### config.mk
export PLATFORM = sky130hd
export DESIGN_NAME = shpc_top
export DESIGN_NICKNAME = d
export VERILOG_FILES = /design/src/rtl/shpc_pkg.sv /design/src/rtl/shpc_sync.sv /design/src/rtl/shpc_timer.sv /design/src/rtl/shpc_top.sv
export SDC_FILE = /design/constraint.sdc
export NUM_CORES = 2
export LEC_CHECK = 0
export ABC_AREA = 0
export ABC_CLOCK_PERIOD_IN_PS = 8000
export BUFFER_PORTS_ARGS = -buffer_cell sky130_fd_sc_hd__buf_2
export CAP_MARGIN = 40
export CORE_ASPECT_RATIO = 0.8
export CORE_UTILIZATION = 29
export DETAILED_ROUTE_END_ITERATION = 7
export PLACE_DENSITY = 0.5
export SETUP_SLACK_MARGIN = 0.4
export SLEW_MARGIN = 25
export SYNTH_ARGS = -nofsm -noshare
export SYNTH_HDL_FRONTEND = slang
export SYNTH_HIERARCHICAL = 1
export SYNTH_SLANG_ARGS = --single-unit
### constraint.sdc
create_clock -name core_clk_in -period 8 [get_ports core_clk_in]
set_input_delay 0.8 -clock core_clk_in [delete_from_list [all_inputs] [get_ports core_clk_in]]
set_output_delay 0.8 -clock core_clk_in [all_outputs]
set_load 0.02 [all_outputs]
### src/rtl/shpc_pkg.sv
// shared constants for the slot hot-plug controller
package shpc_pkg;
	localparam int unsigned NUM_PORTS   = 6;
	localparam int unsigned CLK_HZ      = 20000000;
	// interlock pulse: longer than 100 ms, shorter than 150 ms; aim at 125 ms
	localparam int unsigned ILOCK_MS    = 125;
	localparam int unsigned ILOCK_CYC   = CLK_HZ / 1000 * ILOCK_MS;
	localparam int unsigned PME_TO_CYC  = 200000;
	// register offsets
	localparam logic [7:0] OFS_CAP      = 8'h00;
	localparam logic [7:0] OFS_CTL      = 8'h04;
	localparam logic [7:0] OFS_STS      = 8'h08;
	localparam logic [7:0] OFS_CFG      = 8'h0c;
	localparam logic [7:0] OFS_GPECTL   = 8'h10;
	localparam logic [7:0] OFS_GPESTS   = 8'h14;
	localparam logic [7:0] OFS_PM       = 8'h18;
	localparam logic [7:0] OFS_IN       = 8'h1c;
	// slot capabilities fields
	localparam int unsigned CAP_LATCH   = 2;
	localparam int unsigned CAP_CTRL    = 6;
	localparam int unsigned CAP_EXP     = 7;
	// slot control fields
	localparam int unsigned CTL_ABP     = 0;
	localparam int unsigned CTL_PFD     = 1;
	localparam int unsigned CTL_LSC     = 2;
	localparam int unsigned CTL_PDC     = 3;
	localparam int unsigned CTL_CC      = 4;
	localparam int unsigned CTL_HOTPLUG_IRQ_ENABLE    = 5;
	localparam int unsigned CTL_AIND    = 6;
	localparam int unsigned CTL_PIND    = 8;
	localparam int unsigned CTL_PCC     = 10;
	localparam int unsigned CTL_ILK     = 11;
	// slot status fields
	localparam int unsigned STS_ABP     = 0;
	localparam int unsigned STS_PFD     = 1;
	localparam int unsigned STS_LSC     = 2;
	localparam int unsigned STS_PDC     = 3;
	localparam int unsigned STS_CC      = 4;
	localparam int unsigned STS_LSS     = 5;
	localparam int unsigned STS_PDS     = 6;
	localparam int unsigned STS_ILS     = 7;
	// hot-plug config fields: inversion bits 0..4, modes above
	localparam int unsigned CFG_TOGGLE  = 8;
	localparam int unsigned CFG_LATCHIL = 9;
	localparam int unsigned CFG_AUTOOFF = 10;
	localparam int unsigned CFG_GPIOALT = 11;
	// pm register fields
	localparam int unsigned PM_D3       = 0;
	localparam int unsigned PM_MSIEN    = 1;
	localparam int unsigned PM_LEGACY_IRQ_DISABLE    = 2;
	localparam int unsigned PM_PME_STATUS     = 3;
	localparam logic [31:0] RST_WORD    = 32'h0000_0000;
endpackage

### src/rtl/shpc_sync.sv
// two flip-flop level synchroniser, one per bit
`timescale 1ns/1ps
`default_nettype none
module shpc_sync #(
	parameter int unsigned W = 1
) (
	input  wire logic         core_clk_in,
	input  wire logic         reset_n_in,
	input  wire logic [W-1:0] async_in,
	output logic      [W-1:0] sync_out
);
	logic [W-1:0] meta_q;   // first stage, read only by second stage

	// ----------------------------------------------------------------
	// synchroniser stages
	// ----------------------------------------------------------------
	always_ff @(posedge core_clk_in or negedge reset_n_in)
		if (!reset_n_in)
		begin
			meta_q   <= '0;
			sync_out <= '0;
		end
		else
		begin
			meta_q   <= async_in;
			sync_out <= meta_q;
		end
endmodule
`default_nettype wire

### src/rtl/shpc_timer.sv
// down counter that reports expiry as a one-cycle pulse
`timescale 1ns/1ps
`default_nettype none
module shpc_timer #(
	parameter int unsigned CYC = 16
) (
	input  wire logic core_clk_in,
	input  wire logic reset_n_in,
	input  wire logic start_in,     // load and run
	input  wire logic stop_in,      // abandon
	output logic      busy_out,
	output logic      done_out      // pulse at expiry
);
	logic [31:0] cnt_q;

	// ----------------------------------------------------------------
	// count; start wins over stop
	// ----------------------------------------------------------------
	always_ff @(posedge core_clk_in or negedge reset_n_in)
		if (!reset_n_in)
		begin
			cnt_q    <= '0;
			done_out <= 1'b0;
		end
		else
		begin
			done_out <= 1'b0;
			if (start_in)
				cnt_q <= 32'(CYC);
			else if (stop_in)
				cnt_q <= '0;
			else if (cnt_q != '0)
			begin
				cnt_q    <= cnt_q - 32'd1;
				done_out <= (cnt_q == 32'd1);
			end
		end
	assign busy_out = (cnt_q != '0);
endmodule
`default_nettype wire

### src/rtl/shpc_top.sv
// slot hot-plug controller for six downstream ports
//
// Chosen here: the placing of the registers and the strobed register port.
`timescale 1ns/1ps
`default_nettype none
// Operation
// - port logic runs only with controller present
// - ports one through six, own slot signals
// - slot signals go through the expander ports
// - presence comes only from presence input level
// - per-signal inversion, common to all ports
// - interlock command gives a 125 ms pulse
// - toggle mode inverts interlock instead
// - latch mode: interlock status follows latch input
// - latch mode: latch state reads closed
// - otherwise interlock status shows interlock output
// - latch open cuts power when auto-off enabled and latch capability set
// - eeprom load never sets command completed
// - interrupts only with hotplug irq enable
// - masked-in status events request interrupt
// - msi or intx chosen by command bits
// - d3hot with irq off: wake message only
// - d3hot with irq on: wake and interrupt
// - masked events silent; completion never wakes
// - general event mode replaces irq and wake
// - gpio pin asserts only in alternate mode
// - general status set only in general event mode
// - general mode leaves slot bits working
// - wake message resent if status not cleared
module shpc_top
	import shpc_pkg::*;
#(
	parameter int unsigned PME_TIMEOUT = PME_TO_CYC
) (
	input  wire logic                 core_clk_in,
	input  wire logic                 reset_n_in,
	input  wire logic [7:0]           addr_in,      // byte address in port
	input  wire logic [2:0]           port_sel_in,  // 1..6
	input  wire logic [31:0]          wdata_in,
	input  wire logic                 wr_in,
	input  wire logic                 rd_in,
	output logic      [31:0]          rdata_out,
	input  wire logic                 eeprom_load_in, // defaults loader
	input  wire logic [NUM_PORTS-1:0] attention_button_in,
	input  wire logic [NUM_PORTS-1:0] presence_in,
	input  wire logic [NUM_PORTS-1:0] power_fault_in,
	input  wire logic [NUM_PORTS-1:0] latch_sensor_in,
	input  wire logic [NUM_PORTS-1:0] power_good_in,
	output logic      [NUM_PORTS-1:0] attention_indicator_out,
	output logic      [NUM_PORTS-1:0] power_indicator_out,
	output logic      [NUM_PORTS-1:0] slot_power_enable_out,
	output logic      [NUM_PORTS-1:0] interlock_out,
	output logic      [NUM_PORTS-1:0] slot_reset_out,
	output logic      [NUM_PORTS-1:0] msi_req_out,
	output logic      [NUM_PORTS-1:0] intx_out,
	output logic      [NUM_PORTS-1:0] pme_msg_out,
	output logic                      general_event_output,
	output logic                      gpio7_out,
	output logic                      gpio7_oe_n_out
);
	// ----------------------------------------------------------------
	// synchronised slot inputs
	// ----------------------------------------------------------------
	logic [NUM_PORTS-1:0] ab_s, pd_s, pf_s, ls_s, pg_s;

	shpc_sync #(.W(5*NUM_PORTS)) u_sync (
		.core_clk_in (core_clk_in),
		.reset_n_in  (reset_n_in),
		.async_in    ({attention_button_in, presence_in, power_fault_in,
		               latch_sensor_in, power_good_in}),
		.sync_out    ({ab_s, pd_s, pf_s, ls_s, pg_s})
	);

	// ----------------------------------------------------------------
	// shared registers
	// ----------------------------------------------------------------
	logic [15:0]          cfg_q;        // hotplug_config_control
	logic [NUM_PORTS-1:0] gpectl_q;     // general_event_control
	logic [NUM_PORTS-1:0] gpests_q;     // general_event_status
	logic [NUM_PORTS-1:0] sel_1h;       // decoded port select
	logic [31:0]          rdata_d;
	logic [NUM_PORTS-1:0] gev_req;      // per-port general event
	logic                 wr_shared;

	// one inversion bit per input, applied to every port
	logic [NUM_PORTS-1:0] ab_p, pd_p, pf_p, ls_p, pg_p;
	assign ab_p = ab_s ^ {NUM_PORTS{cfg_q[0]}};
	assign pd_p = pd_s ^ {NUM_PORTS{cfg_q[1]}};
	assign pf_p = pf_s ^ {NUM_PORTS{cfg_q[2]}};
	assign ls_p = ls_s ^ {NUM_PORTS{cfg_q[3]}};  // 1 means open
	assign pg_p = pg_s ^ {NUM_PORTS{cfg_q[4]}};

	assign wr_shared = wr_in && (port_sel_in == 3'd0);

	// ----------------------------------------------------------------
	// shared register writes; general status set wins over clear
	// ----------------------------------------------------------------
	always_ff @(posedge core_clk_in or negedge reset_n_in)
		if (!reset_n_in)
		begin
			cfg_q    <= '0;
			gpectl_q <= '0;
		end
		else if (wr_shared)
		begin
			if (addr_in == OFS_CFG)
				cfg_q <= wdata_in[15:0];
			if (addr_in == OFS_GPECTL)
				gpectl_q <= wdata_in[NUM_PORTS-1:0];
		end

	always_ff @(posedge core_clk_in or negedge reset_n_in)
		if (!reset_n_in)
			gpests_q <= '0;
		else if (wr_shared && addr_in == OFS_GPESTS)
			gpests_q <= (gpests_q & ~wdata_in[NUM_PORTS-1:0])
			            | (gev_req & gpectl_q);
		else
			gpests_q <= gpests_q | (gev_req & gpectl_q);

	// general event output is the or of requests from ports in general event mode
	always_ff @(posedge core_clk_in or negedge reset_n_in)
		if (!reset_n_in)
			general_event_output <= 1'b0;
		else
			general_event_output <= |(gev_req & gpectl_q);

	// pin drives only in alternate function
	assign gpio7_out      = general_event_output & cfg_q[CFG_GPIOALT];
	assign gpio7_oe_n_out = ~cfg_q[CFG_GPIOALT];

	// ----------------------------------------------------------------
	// per-port controllers
	// ----------------------------------------------------------------
	logic [31:0] port_rd [NUM_PORTS];

	for (genvar p = 0; p < NUM_PORTS; p++)
	begin : g_port
		logic [7:0]  cap_q;      // slot_capabilities
		logic [15:0] ctl_q;      // slot_control
		logic [4:0]  evt_q;      // sticky slot_status events
		logic [3:0]  pm_q;       // d3, msi enable, intx disable, pme status
		logic        ilk_q;      // interlock level
		logic        pd_q, ls_q, ab_q, pf_q;  // previous levels
		logic        wr_p, controller_present_cap, ilk_start, ilk_done, ilk_busy;
		logic        pme_start, pme_done, pme_busy;
		logic [4:0]  evt_set, unmasked;
		logic        any_irq, any_wake, gev;

		assign sel_1h[p] = (port_sel_in == 3'(p + 1));
		assign wr_p      = wr_in && sel_1h[p];
		assign controller_present_cap       = cap_q[CAP_CTRL];

		// capability and control writes; eeprom load uses same path
		always_ff @(posedge core_clk_in or negedge reset_n_in)
			if (!reset_n_in)
			begin
				cap_q <= '0;
				ctl_q <= '0;
				pm_q  <= '0;
			end
			else
			begin
				if (wr_p && addr_in == OFS_CAP)
					cap_q <= wdata_in[7:0];
				if (wr_p && addr_in == OFS_CTL)
					ctl_q <= wdata_in[15:0];
				if (wr_p && addr_in == OFS_PM)
					pm_q[2:0] <= wdata_in[2:0];
				// pme status: set by wake message, write one to clear
				if (pme_start)
					pm_q[PM_PME_STATUS] <= 1'b1;
				else if (wr_p && addr_in == OFS_PM && wdata_in[PM_PME_STATUS])
					pm_q[PM_PME_STATUS] <= 1'b0;
			end

		// edge detection on conditioned inputs
		always_ff @(posedge core_clk_in or negedge reset_n_in)
			if (!reset_n_in)
			begin
				pd_q <= 1'b0;
				ls_q <= 1'b0;
				ab_q <= 1'b0;
				pf_q <= 1'b0;
			end
			else
			begin
				pd_q <= pd_p[p];
				ls_q <= ls_p[p];
				ab_q <= ab_p[p];
				pf_q <= pf_p[p];
			end

		// command completed follows software writes to control only
		assign evt_set[STS_ABP] = controller_present_cap && ab_p[p] && !ab_q;
		assign evt_set[STS_PFD] = controller_present_cap && pf_p[p] && !pf_q;
		assign evt_set[STS_LSC] = controller_present_cap && (ls_p[p] != ls_q);
		assign evt_set[STS_PDC] = controller_present_cap && (pd_p[p] != pd_q);
		assign evt_set[STS_CC]  = controller_present_cap && wr_p && addr_in == OFS_CTL
		                          && !eeprom_load_in;

		// sticky status, set wins over write-one clear
		always_ff @(posedge core_clk_in or negedge reset_n_in)
			if (!reset_n_in)
				evt_q <= '0;
			else if (wr_p && addr_in == OFS_STS)
				evt_q <= (evt_q & ~wdata_in[4:0]) | evt_set;
			else
				evt_q <= evt_q | evt_set;

		// interlock pulse timer
		assign ilk_start = controller_present_cap && wr_p && addr_in == OFS_CTL
		                   && wdata_in[CTL_ILK] && !cfg_q[CFG_TOGGLE];
		shpc_timer #(.CYC(ILOCK_CYC)) u_ilk (
			.core_clk_in (core_clk_in),
			.reset_n_in  (reset_n_in),
			.start_in    (ilk_start && !ilk_busy),
			.stop_in     (1'b0),
			.busy_out    (ilk_busy),
			.done_out    (ilk_done)
		);

		always_ff @(posedge core_clk_in or negedge reset_n_in)
			if (!reset_n_in)
				ilk_q <= 1'b0;
			else if (controller_present_cap && wr_p && addr_in == OFS_CTL
			         && wdata_in[CTL_ILK] && cfg_q[CFG_TOGGLE])
				ilk_q <= ~ilk_q;
			else if (ilk_start && !ilk_busy)
				ilk_q <= 1'b1;
			else if (ilk_done)
				ilk_q <= 1'b0;

		// slot outputs through the expander port group
		always_ff @(posedge core_clk_in or negedge reset_n_in)
			if (!reset_n_in)
			begin
				attention_indicator_out[p] <= 1'b0;
				power_indicator_out[p]     <= 1'b0;
				slot_power_enable_out[p]   <= 1'b0;
				interlock_out[p]           <= 1'b0;
				slot_reset_out[p]          <= 1'b0;
			end
			else
			begin
				attention_indicator_out[p] <= controller_present_cap && ctl_q[CTL_AIND];
				power_indicator_out[p]     <= controller_present_cap && ctl_q[CTL_PIND];
				slot_power_enable_out[p]   <= controller_present_cap && ctl_q[CTL_PCC]
				    && !(cfg_q[CFG_AUTOOFF] && cap_q[CAP_LATCH]
				         && ls_p[p]);
				interlock_out[p]           <= controller_present_cap && ilk_q;
				slot_reset_out[p]          <= !(controller_present_cap && pg_p[p]);
			end

		// event routing
		assign unmasked = evt_q & ctl_q[4:0];
		assign any_irq  = controller_present_cap && ctl_q[CTL_HOTPLUG_IRQ_ENABLE] && |unmasked;
		assign any_wake = controller_present_cap && pm_q[PM_D3]
		                  && |unmasked[3:0];
		assign gev      = gpectl_q[p];
		assign gev_req[p] = any_irq || any_wake;

		always_ff @(posedge core_clk_in or negedge reset_n_in)
			if (!reset_n_in)
			begin
				msi_req_out[p] <= 1'b0;
				intx_out[p]    <= 1'b0;
			end
			else
			begin
				msi_req_out[p] <= any_irq && !gev && pm_q[PM_MSIEN];
				intx_out[p]    <= any_irq && !gev && !pm_q[PM_MSIEN]
				                  && !pm_q[PM_LEGACY_IRQ_DISABLE];
			end

		// wake message on rise of wake request, resent on timeout
		logic wake_q;
		always_ff @(posedge core_clk_in or negedge reset_n_in)
			if (!reset_n_in)
				wake_q <= 1'b0;
			else
				wake_q <= any_wake && !gev;

		assign pme_start = (any_wake && !gev && !wake_q)
		                   || (pme_done && pm_q[PM_PME_STATUS]);
		shpc_timer #(.CYC(PME_TIMEOUT)) u_pme (
			.core_clk_in (core_clk_in),
			.reset_n_in  (reset_n_in),
			.start_in    (pme_start),
			.stop_in     (!pm_q[PM_PME_STATUS]),
			.busy_out    (pme_busy),
			.done_out    (pme_done)
		);

		always_ff @(posedge core_clk_in or negedge reset_n_in)
			if (!reset_n_in)
				pme_msg_out[p] <= 1'b0;
			else
				pme_msg_out[p] <= pme_start;

		// read view of this port
		always_comb
		begin
			port_rd[p] = RST_WORD;
			unique case (addr_in)
				OFS_CAP: port_rd[p] = {24'h0, cap_q};
				OFS_CTL: port_rd[p] = {16'h0, ctl_q};
				OFS_STS:
				begin
					port_rd[p][4:0]    = evt_q;
					port_rd[p][STS_LSS] = cfg_q[CFG_LATCHIL]
					                      ? 1'b0 : ls_p[p];
					port_rd[p][STS_PDS] = pd_p[p];
					port_rd[p][STS_ILS] = cfg_q[CFG_LATCHIL]
					    ? ls_p[p] : interlock_out[p];
				end
				OFS_PM:  port_rd[p] = {28'h0, pm_q};
				OFS_IN:  port_rd[p] = {26'h0, pme_busy, ab_p[p], pd_p[p],
				                       pf_p[p], ls_p[p], pg_p[p]};
				default: port_rd[p] = RST_WORD;
			endcase
		end
	end

	// ----------------------------------------------------------------
	// read mux; unmapped reads return zero
	// ----------------------------------------------------------------
	always_comb
	begin
		rdata_d = RST_WORD;
		if (port_sel_in == 3'd0)
		begin
			if (addr_in == OFS_CFG)
				rdata_d = {16'h0, cfg_q};
			else if (addr_in == OFS_GPECTL)
				rdata_d = {26'h0, gpectl_q};
			else if (addr_in == OFS_GPESTS)
				rdata_d = {26'h0, gpests_q};
		end
		else
			for (int i = 0; i < NUM_PORTS; i++)
				if (sel_1h[i])
					rdata_d = port_rd[i];
	end

	// data appears in the cycle after the read strobe only
	always_ff @(posedge core_clk_in or negedge reset_n_in)
		if (!reset_n_in)
			rdata_out <= RST_WORD;
		else if (rd_in)
			rdata_out <= rdata_d;
		else
			rdata_out <= RST_WORD;
endmodule
`default_nettype wire

==> metrics.md <==
| Metric | Value |
|---|---|
| GPL Wtd Cong | 0.859 |
| Clock tree sinks | 783 |
| Worst Hold Class | primary input to asynchronous set/reset pin |
| EDFF count, synth | 0 |
| Buffers on Ports | 128 |
| Global route overflow | 0 |
| DP Area | 42,300 um2 |
| Final nets | between 4,000 and 5,000 |
| Status | finished, final reports clean |
| Synth unique cells | 94 |
| Fin Clk Skew | 0.0257 ns |
| Vias/cell | ~5.4 |
| Most frequent cells in the layout | dfrtp_1, nand2_1, nor2_1 |
| H-tree depth | 3 |
| Comb pwr share | 36.3% |
| Top post-synthesis cells by area | dfrtp_1, nand2_1, mux2_2 |
| Most common cell after layout, fill and taps aside | dfrtp_1 |
| GRT Util Overall | 17.7% |
| CTS max path bufs | 3 |
| Starting Density | 29.2% |
| Io pins | 161 |
| Sequential power share | around a third |
| Num CTS Buffers | 89 |
| Post-cts resize count | 0 |
| Yosys reg bits | about 800 |
| Max-cap viol count | 0 |
| Fmax | ~0.23 GHz |
| DP HPWL | 84,400 um |
| Via count | 32,230 |
| Vias in the first global route | 30,754 |
| Layout cells sized above 1 | 14.5% |
| CTS tree | built |
| Clk Latency, worst-skew pair | 0.69 ns |
| Layout fillers | 13,939 |
| ANT nets after route | 0 |
| Area grow syn2layout | 14.6% |
| WL/cell | 20.8 um |
| Placeable Area | 136,000 um2 |
| Tightest Pin Transition | 0.970 ns |
| Min cycle time layout | 4.27 ns |
| Worst Path Class, Setup | primary input to register |
| Rows | 121 |
| Drt initial violations | about 2,900 |
| Ys flop type | dfrtp_1 |
| Seq/Total Area, Yosys | between 40% and 50% |
| Drc violations | 0 |
| Total wire length | 124,000 um |
| Post-CTS setup buffer count | 0 |
| Final Max Slew Viols | 0 |
| Largest net degree at the start of global routing | 169 |
| Post-synth top area share | 49.4% |
| Die W | 416 um |
| Leak pwr | 21.1 nW |
| First-pass GRT wire length | 192,000 um |
| Worst VDD drop | roughly 0.23 mV |
| Syn Inst Count | between 3,000 and 4,000 |
| Critical Path AT | 4.84 ns |
| Chip height | 333 um |
| YS warnings | 6 |
| Number of hold buffers added after cts | 0 |
| DRT Pass-1 Iters | 5 |
| Setup_tns | 0 ns |
| Sw Ratio | ~40% |
| Largest area contributor in the netlist | dfrtp_1 |
| Share of flip-flops with an asynchronous set or reset | 100% |
| CTS clk-pin slew, worst paths | 0.05 ns |
| Syn_area_per_cell | 9.98 um2 |
| Net switching component of the power | 5.70 mW |
| Overall Power | 14.4 mW |
| Setup crit end kind | register |
| CP required | 8.57 ns |
| CTS Root Cell | clkbuf_16 |
| Final Instance Area | 45,500 um2 |
| CP Launch Type | primary input |
| Hold_ws | 0.173 ns |
| Final setup fails | 0 |
| RSZ-0062 raised after global routing | no |
| Pint | 8.68 mW |
| Final hold vios | 0 |
| Full die area | ~140,000 um2 |
| Final period util | 53.4% |
| Initial antenna violation count | 18 |
| Post-Syn Area | 39,700 um2 |
| Clock Power Share | 29.7% |
| Relative slew slack | 35.3% |
| Power Density | approximately 320 nW/um2 |
| CP max FO | 27 |
-- registers in the layout (all words and copies together), names as in the netlist, 16 cells and up --
register	count
g_port.cap_q	48
g_port.pm_q	24
u_sync/sync_out	30
rdata_out	16
g_port.ctl_q	96
g_port.evt_q	30
cfg_q	16
g_port.u_pme/cnt_q	192
u_sync/meta_q	30
g_port.u_ilk/cnt_q	192
-- critical path, cell delays in order --
cell and delay [ns]:
buf_2 0.54, nor2b_1 0.37, and2_1 0.50, nand2_1 0.14, nor2_1 0.13, buf_4 0.27, nand2_1 0.21, nor3_1 0.24
buf_4 0.26, inv_1 0.17, nand2_1 0.47, or4_1 0.36, a31oi_1 0.13, a41o_1 0.23
-- final timing paths --
kind	startpoint	to	slack (ns)	cells past startpoint
min in group core_clk_in	attention_button_in[0]	u_sync/meta_q[24]	0.21	1
worst max register to register	g_port[0].u_ilk/cnt_q[19]	g_port[0].u_ilk/cnt_q[21]	3.83	11
worst min-delay path	reset_n_in	g_port[5].u_pme/cnt_q[28]	0.17	1
worst max-delay path	port_sel_in[0]	g_port[4].u_ilk/cnt_q[27]	3.73	14
worst min register to register	u_sync/meta_q[17]	u_sync/sync_out[17]	0.35	0
max in group asynchronous	reset_n_in	g_port[2].cap_q[4]	6.24	3
-- final cells by class --
type	instances	area [um2]	share of cell area, %
Clock inverter	29	360	0.792
Multi-Input combinational cell	2934	18900	41.6
Inverter	83	312	0.685
Antenna cell	10	25.0	0.0550
Tap cell	1783	2230	4.90
Sequential cell	783	19600	43.1
Timing Repair Buffer	212	1370	3.02
Clock buffer	130	2670	5.88
-- synthesized netlist by cell type (all sizes together), types with 89 or more instances --
library cell / n
dfrtp: 783
or3: 182
mux2: 116
a21oi: 200
nor4: 109
nand2: 515
or4: 145
o21ai: 144
nand3: 89
nor3: 135
mux2i: 90
nor2: 216
buf: 106
clkbuf: 128
-- per-stage QoR --
step           utilization, %  worst slack [ns]  std cells
2_1_floorplan               -              4.59       4034
3_5_place_dp             31.1              2.62       5783
6_report                 33.5              3.73       5964
3_3_place_gp             31.0              2.67       5768
4_1_cts                  33.4              3.38       5942
5_1_grt                  33.4              3.41       5959
-- kinds of logic (layout without fill, tap and decap cells) --
logic type               count (synthesis)  count (layout)  synth area share, %
AO/OA/AOI/OAI                          894             894                 15.7
adder cells (fa/ha/maj)                 24              24                0.757
XOR/XNOR                               109             109                 2.41
AND/OR/NAND/NOR                       1643            1643                 22.5
multiplexers                           206             206                 5.64
other                                    1              68              0.00945
flip-flops                             783             783                 49.4
buffers and inverters                  317             454                 3.62
-- power groups by stage --
stage / Sequential [mW] / Clock (mW) / Combinational, mW
final: 4.89 / 4.27 / 5.21
after global routing: 4.97 / 4.56 / 5.76
after CTS: 4.88 / 4.42 / 5.15
after detailed placement: 4.94 / 0 / 5.13
after global placement: 4.94 / 0 / 5.06
after floorplan: 4.81 / 0 / 3.94
-- per-layer routing --
metal  wire, um  GRT usage (%)
met5          0              0
met4       4310           6.46
met3       6270           3.00
met1      58900           25.5
met2      54300           26.4
No activity file was read; power rests on OpenSTA's default activity.
